--- src/include/slot_init_pkg.sv ---
// constants and types for the slot control initial value register bank
// Contract
// - partition reset loads live fields from initial values when slot enable is set, else clears them to 0
// - bits 0-5 hold event and interrupt enables
// - attention indicator bits 7:6, default 0x3
// - power indicator bits 9:8, default 0x1
// - bit 10 power ctrl, bit 12 link change
package slot_init_pkg;
  localparam logic [11:0] init_values_offset = 12'h430;
  localparam logic [11:0] control_offset = 12'h434;
  localparam logic [11:0] live_offset = 12'h438;
  localparam logic [15:0] init_reset_value = 16'h01C0;
  localparam logic [15:0] init_writable_mask = 16'h17FF;
  localparam logic [15:0] live_reset_value = 16'h0000;
  localparam int attention_lsb = 6;
  localparam int power_ind_lsb = 8;
  localparam int power_ctrl_bit = 10;
  localparam int link_change_bit = 12;
  localparam int slot_enable_bit = 0;
  localparam int part_reset_bit = 1;
  localparam logic [1:0] resp_okay = 2'h0;
  localparam logic [1:0] resp_slverr = 2'h2;

  typedef struct packed {
    logic [15:0] init_q;
    logic [15:0] live_q;
    logic slot_enable_q;
    logic awvalid_seen_q;
    logic [11:0] awaddr_q;
    logic wvalid_seen_q;
    logic [31:0] wdata_q;
    logic [3:0] wstrb_q;
    logic bvalid_q;
    logic [1:0] bresp_q;
    logic rvalid_q;
    logic [31:0] rdata_q;
    logic [1:0] rresp_q;
    logic load_done_q;
    logic awready_q;
    logic wready_q;
    logic arready_q;
  } state_t;
endpackage

--- src/hw/slot_init_regs.sv ---
// slot control initial value register bank on an axi4-lite slave
//
// Design decision made here: the AXI4-Lite slave port.
`timescale 1ns/1ps
`default_nettype none
module slot_init_regs (
  input wire logic aclk,
  input wire logic aresetn,
  input wire logic part_reset_req,
  input wire logic [11:0] s_awaddr,
  input wire logic s_awvalid,
  output logic s_awready,
  input wire logic [31:0] s_wdata,
  input wire logic [3:0] s_wstrb,
  input wire logic s_wvalid,
  output logic s_wready,
  output logic [1:0] s_bresp,
  output logic s_bvalid,
  input wire logic s_bready,
  input wire logic [11:0] s_araddr,
  input wire logic s_arvalid,
  output logic s_arready,
  output logic [31:0] s_rdata,
  output logic [1:0] s_rresp,
  output logic s_rvalid,
  input wire logic s_rready,
  output logic [15:0] live_slot_control,
  output logic slot_enable,
  output logic load_done
);
  slot_init_pkg::state_t s_q, s_d;

  function automatic logic [31:0] read_word(input logic [11:0] a,
      input slot_init_pkg::state_t s);
    read_word = 32'h0000_0000;
    if (a == slot_init_pkg::init_values_offset)
      read_word = {16'h0000, s.init_q};
    else if (a == slot_init_pkg::control_offset)
      read_word = {30'h0000_0000, s.load_done_q, s.slot_enable_q};
    else if (a == slot_init_pkg::live_offset)
      read_word = {16'h0000, s.live_q};
  endfunction

  function automatic logic mapped(input logic [11:0] a);
    mapped = (a == slot_init_pkg::init_values_offset) ||
      (a == slot_init_pkg::control_offset) ||
      (a == slot_init_pkg::live_offset);
  endfunction

  logic do_write;
  logic [15:0] merged;

  always_comb begin
    s_d = s_q;
    do_write = 1'b0;
    merged = s_q.init_q;
    if (s_awvalid && s_q.awready_q) begin
      s_d.awvalid_seen_q = 1'b1;
      s_d.awaddr_q = s_awaddr;
    end
    if (s_wvalid && s_q.wready_q) begin
      s_d.wvalid_seen_q = 1'b1;
      s_d.wdata_q = s_wdata;
      s_d.wstrb_q = s_wstrb;
    end
    if (s_q.awvalid_seen_q && s_q.wvalid_seen_q && !s_q.bvalid_q) begin
      do_write = 1'b1;
      s_d.awvalid_seen_q = 1'b0;
      s_d.wvalid_seen_q = 1'b0;
      s_d.bvalid_q = 1'b1;
      s_d.bresp_q = mapped(s_q.awaddr_q) ? slot_init_pkg::resp_okay :
        slot_init_pkg::resp_slverr;
    end
    if (s_q.bvalid_q && s_bready)
      s_d.bvalid_q = 1'b0;
    if (do_write && s_q.awaddr_q == slot_init_pkg::init_values_offset) begin
      if (s_q.wstrb_q[0])
        merged[7:0] = s_q.wdata_q[7:0];
      if (s_q.wstrb_q[1])
        merged[15:8] = s_q.wdata_q[15:8];
      // reserved bits 11 and 15:13 never store
      s_d.init_q = merged & slot_init_pkg::init_writable_mask;
    end
    if (do_write && s_q.awaddr_q == slot_init_pkg::control_offset &&
        s_q.wstrb_q[0])
      s_d.slot_enable_q = s_q.wdata_q[slot_init_pkg::slot_enable_bit];
    // software may also raise the reset through the control word
    if (part_reset_req || (do_write &&
        s_q.awaddr_q == slot_init_pkg::control_offset && s_q.wstrb_q[0] &&
        s_q.wdata_q[slot_init_pkg::part_reset_bit])) begin
      // only the live copy and load_done flag reset; initial values are retained
      s_d.load_done_q = 1'b0;
      if (s_q.slot_enable_q) begin
        s_d.live_q = s_q.init_q;
        s_d.load_done_q = 1'b1;
      end else begin
        s_d.live_q = slot_init_pkg::live_reset_value;
      end
    end
    if (s_arvalid && s_q.arready_q) begin
      s_d.rvalid_q = 1'b1;
      s_d.rdata_q = read_word(s_araddr, s_q);
      s_d.rresp_q = mapped(s_araddr) ? slot_init_pkg::resp_okay :
        slot_init_pkg::resp_slverr;
    end else if (s_q.rvalid_q && s_rready) begin
      s_d.rvalid_q = 1'b0;
    end
    // readies from the next state: accept only what the master saw offered
    s_d.awready_q = !s_d.awvalid_seen_q && !s_d.bvalid_q;
    s_d.wready_q = !s_d.wvalid_seen_q && !s_d.bvalid_q;
    s_d.arready_q = !s_d.rvalid_q;
  end

  // aresetn is the full device reset: the only reset that reloads init values (0x01C0)
  always_ff @(posedge aclk) begin
    if (!aresetn) begin
      s_q <= '0;
      s_q.init_q <= slot_init_pkg::init_reset_value;
      s_q.live_q <= slot_init_pkg::live_reset_value;
    end else begin
      s_q <= s_d;
    end
  end

  assign s_awready = s_q.awready_q;
  assign s_wready = s_q.wready_q;
  assign s_arready = s_q.arready_q;
  assign s_bvalid = s_q.bvalid_q;
  assign s_bresp = s_q.bresp_q;
  assign s_rvalid = s_q.rvalid_q;
  assign s_rdata = s_q.rdata_q;
  assign s_rresp = s_q.rresp_q;
  assign live_slot_control = s_q.live_q;
  assign slot_enable = s_q.slot_enable_q;
  assign load_done = s_q.load_done_q;
endmodule
`default_nettype wire

--- config.mk ---
export PLATFORM = sky130hd
export DESIGN_NAME = slot_init_regs
export DESIGN_NICKNAME = d
export VERILOG_FILES = /design/src/include/slot_init_pkg.sv /design/src/hw/slot_init_regs.sv
export SDC_FILE = /design/constraint.sdc
export NUM_CORES = 1
export LEC_CHECK = 0
export BUFFER_PORTS_ARGS = -buffer_cell sky130_fd_sc_hd__buf_2
export CORE_ASPECT_RATIO = 1.4
export CORE_MARGIN = 8
export CORE_UTILIZATION = 44
export DETAILED_ROUTE_END_ITERATION = 12
export PLACE_DENSITY_LB_ADDON = 0.15
export SYNTH_ARGS = -nofsm -noshare
export SYNTH_HDL_FRONTEND = slang
export SYNTH_SLANG_ARGS = --single-unit
--- constraint.sdc ---
create_clock -name aclk -period 1.3 [get_ports aclk]
set_input_delay 0.065 -clock aclk [delete_from_list [all_inputs] [get_ports aclk]]
set_output_delay 0.065 -clock aclk [all_outputs]
set_load 0.01 [all_outputs]
Word-level counts from Yosys, hierarchy flattened
Index checks and enable logic that the tools add are counted.

word-level totals
  bits of input ports = 68
  memory bits (writable) = 0
  ROM bits = 0
  bits in latches = 0
  bits in registers = 121
  output and inout bits = 59
  memories = 0

cells by class
  equal/unequal tests = 6
  $lt $le $gt $ge = 0
  bitwise gates (word level) = 0
  mux-type cells = 16
  reduce and logical (&&, ||, !) cells = 25
  add/sub/neg operators = 0
  div/mod/pow operators = 0
  shifts and indexed selects = 0
  multipliers = 0

operators by type and width
  cell                                                                count
  12-bit by 11-bit == test with 1-bit output (second input constant)  6
  32-bit two-way mux                                                  2
  37-bit two-way mux                                                  1
  13-bit two-way mux                                                  2
  16-bit two-way mux                                                  1
  1-bit logical AND                                                   13
  1-bit two-way mux                                                   7
  1-bit zero test                                                     5
  1-bit logical OR                                                    5
  2-bit two-way mux                                                   2
  2-bit AND reduction                                                 2
  3-bit two-way mux                                                   1

Depth between registers and ports, before layout
  word-level depth = 8
  mapped depth = 6
  gate-level depth less buffers = 4

Worst setup path after synthesis
No wires, ideal clock.

  kind = reg2reg
  from = register s_q, in the netlist s_bvalid
  to = register s_q, in the netlist live_slot_control[10]
  cell stages (with the launch flop) = 6
  period minus slack after synthesis = 1.507 ns
  arrival time = 1.390 ns
  data required time = 1.183 ns
  slack = -0.207 ns
  cells stage by stage = dfxtp_1 nand3b_1 nor3_2 a311oi_4 buf_6 a22o_1

between the ends
  cells in the longest elaborated chain, start to end = 7

ends and longest elaborated chain
  item                             RTL line              text
  start: declaration               slot_init_regs.sv:31  slot_init_pkg::state_t s_q, s_d;
  1-bit zero test                  slot_init_regs.sv:66  if (s_q.awvalid_seen_q && s_q.wvalid_seen_q && !s_q.bvalid_q) begin
  1-bit logical AND                slot_init_regs.sv:66
  1-bit two-way mux                slot_init_regs.sv:66
  1-bit logical AND                slot_init_regs.sv:88  if (part_reset_req || (do_write &&
  1-bit logical AND (2 in series)  slot_init_regs.sv:89  s_q.awaddr_q == slot_init_pkg::control_offset && s_q.wstrb_q[0] &&
  1-bit logical OR                 slot_init_regs.sv:88

No other way between the ends.
A chain may end at the register's enable or synchronous reset.

Final worst setup path
  from = register s_q[85] in the netlist's numbering
  to = register s_q, in the netlist live_slot_control[2]

between the ends
  cells in the longest elaborated chain, start to end = 5

ends and longest elaborated chain
  item                                        RTL line
  12-bit by 11-bit == test with 1-bit output  slot_init_regs.sv:89
  1-bit logical AND                           slot_init_regs.sv:88
  1-bit logical AND (2 in series)             slot_init_regs.sv:89
  1-bit logical OR                            slot_init_regs.sv:88

No other way between the ends.

==> impl_metrics.toml <==
[status]
status = "finished with violations"
violations = "setup timing"

[routing]
wl_um = 7991
first_iter_violations = 90
firstDrtPassIters = 4
route.detailed.drc = 0
wl_per_cell_um = 14.12
vias = 2731
via_per_inst = 4.825
ant_nets = 0

[synth]
synth_ff_type = "dfxtp_1"
synth-xor-area-share_pct = 0
yosysWarnings = 0
syn_area_per_cell_um2 = 8.847
syn_inst = 368
yosys.cell_count.top_type = "dfxtp_1"
netlist_area_mm2 = 0.003256
synth_top_area_share_pct = 44.89
muxShareOfSynthArea_pct = 0.6149
synth_cell_type_count = 43
ys_seq_elements = 73
synth_top_family_by_area = "compound AO/OA/AOI/OAI gates"
synth-adder-area-share_pct = 0
synth_compound_gate_area_share_pct = 19.87
yosys.area_share.simple_pct = 18.99
async_flop_share_pct = 0
ys_top_cells_by_area = "dfxtp_1 (45%), buf_4 (12%), nand2_1 (7.0%), a21oi_1 (6.6%), a22o_1 (3.2%)"
ys_seq_area_share_pct = 44.89
yosysTopAreaCell = "dfxtp_1"
synth_edf_count = 0
synthTopCellsByCount = "dfxtp_1 (73), nand2_1 (61), buf_4 (53), a21oi_1 (43), nor2_1 (17)"

[power]
p_leak_uw = 0.001744
powerDensity_mw_per_mm2 = 1124
peakVddDrop_mv = 0.7511
total_power_uw = 4659

[sta]
period_needed_ns = 1.566
max_freq_mhz = 638.7
worst_slack_ns = -0.2658
grt_setup_unrepaired = "yes"
drv_slew = 0
hold_ws_ns = 0.02621
skew_ns = 0.01295
hold_viol = 0
period_share_pct = 120.4
max_slew_margin_pct = 64.50
setup_viol_count_final = 27
worst_pin_slew_ns = 0.5325

[finish]
layout-drive-gt1-share_pct = 29.42
syn2layout_area_growth_pct = 27.36
final_nets = 532
layout.cells.non_filler = 566
n_fill_cell = 685
diodes = 0

[place]
numPortBuffers = 78
post-place-ws_ns = -0.3307
place.gp.congestion = 0.7723
dpl.cell_count = 518
dp_hpwl_um = 5817

[global_route]
antenna_found_initial = 0
grt_pass1_wl_um = 13410
first_global_vias = 2811
grt_overflow = 0
grt_use_total_pct = 16.12
grt_max_degree = 52

[worst_setup_path]
critPathRequiredTime_ns = 1.55
crit_type = "flip-flop to flip-flop"
startpoint_type = "flip-flop"
cp_max_fo = 12
end_kind = "flip-flop"
worstPathArrival_ns = 1.82

[cts]
h-tree-depth = 3
cts_root_buf = "clkbuf_8"
cts_tree = "done"
clock-sinks = 73
clk_pin_slew_ns = 0.08
cts_inserted_buffers = 9
clockBufferDepth = 2
clkLatencyLatePin_ns = 0.37

[floorplanning]
coreArea_mm2 = 0.007268
io_pins = 127
design.die.area_mm2 = 0.01045
die_h_um = 117.8
rows = 37
initial_utilization_pct = 44.79
dieWidth_um = 88.70

[run]
maxCapViolCount = 0

[min_path]
hp-class = "input port to flip-flop"
==> cell families (layout without fill, tap and decap cells) <==
family                 after synthesis  count (layout)
AO/OA/AOI/OAI                       96              97
buffers and inverters               75             150
flip-flops                          73              73
multiplexers                         2               2
other                                1              26
AND/OR/NAND/NOR                    121             121
==> cells in the final DEF (no fill, tap or decap), drive strengths merged, types with 3 or more instances in the layout <==
cell,synthesis,layout
and3,3,3
inv,2,6
clkbuf,15,9
buf,58,104
a22oi,10,10
a22o,12,12
nor3,5,5
nand4,12,12
nand3,6,6
dlygate4sd3,0,28
o31ai,4,4
a2bb2oi,10,10
dfxtp,73,73
conb,1,26
nor2,17,17
a21oi,43,43
nand2,61,61
o21ai,10,10
==> sequential cells by signal, summed over array words and instances, names as in the netlist <==
register / flops
s_bresp: 1
slot_enable: 1
live_slot_control: 12
s_rresp: 1
s_rvalid: 1
load_done: 1
s_bvalid: 1
s_rdata: 12
s_awready: 1
s_q: 40
s_arready: 1
s_wready: 1
==> routing by layer <==
| metal | up-vias | GRT usage, % | part of all wire [%] |
|---|---|---|---|
| met5 | - | 0 | 0 |
| met3 | 11 | 4.542 | 7.0 |
| met1 | 1237 | 16.46 | 38 |
| li1 | 1408 | - | - |
| met4 | 0 | 7.226 | 1.8 |
| met2 | 75 | 28.76 | 53 |
==> through the flow <==
step	instance area [um2]	setup TNS, ns	util, %
final	4146	-4.833	57.05
after floorplan	3356	-2.557	-
after global placement	3542	-5.846	48.73
after global routing	4146	-6.639	57.05
after detailed placement	3542	-7.515	48.73
after CTS	4110	-4.789	56.55
==> what timing repair did <==
item	4_1_cts	5_1_grt
endpoints found under the setup margin	27	27
hold buffers	28	0
cloned	2	0
pin swaps	15	0
endpoints found under the hold margin	28	0
resized for setup	17	3
setup buffers	0	2
==> area by class of cell <==
type / instances / area (um2) / area share [%]
clock inverter: 7 / 85.08 / 2.052
timing repair buffer: 132 / 897.1 / 21.64
tap: 97 / 121.4 / 2.927
inverter: 2 / 7.507 / 0.1810
clock buffer: 9 / 123.9 / 2.987
multi-input combinational: 246 / 1445 / 34.85
sequential: 73 / 1466 / 35.37
==> report_power, final <==
group	internal, uW	switching, uW
logic	207	238
registers	2290	40.1
clock network	925	955
total	3430	1230
==> critical path, stage by stage, from the launching register on <==
cell and delay [ns]:
dfxtp_2 0.33, nor4_2 0.30, and4b_2 0.36, a311oi_4 0.13
buf_12 0.16, a22o_1 0.18
==> final timing paths <==
path	start	end	slack (ns)	cells after the start
hold / removal	s_araddr[3]	s_rresp[1]	0.03	3
setup / recovery	s_q[85]	live_slot_control[2]	-0.27	5
setup reg to reg	s_q[85]	live_slot_control[2]	-0.27	5
hold reg to reg	s_q[56]	s_q[56]	0.46	2
Power figures use the tool's default switching activity.
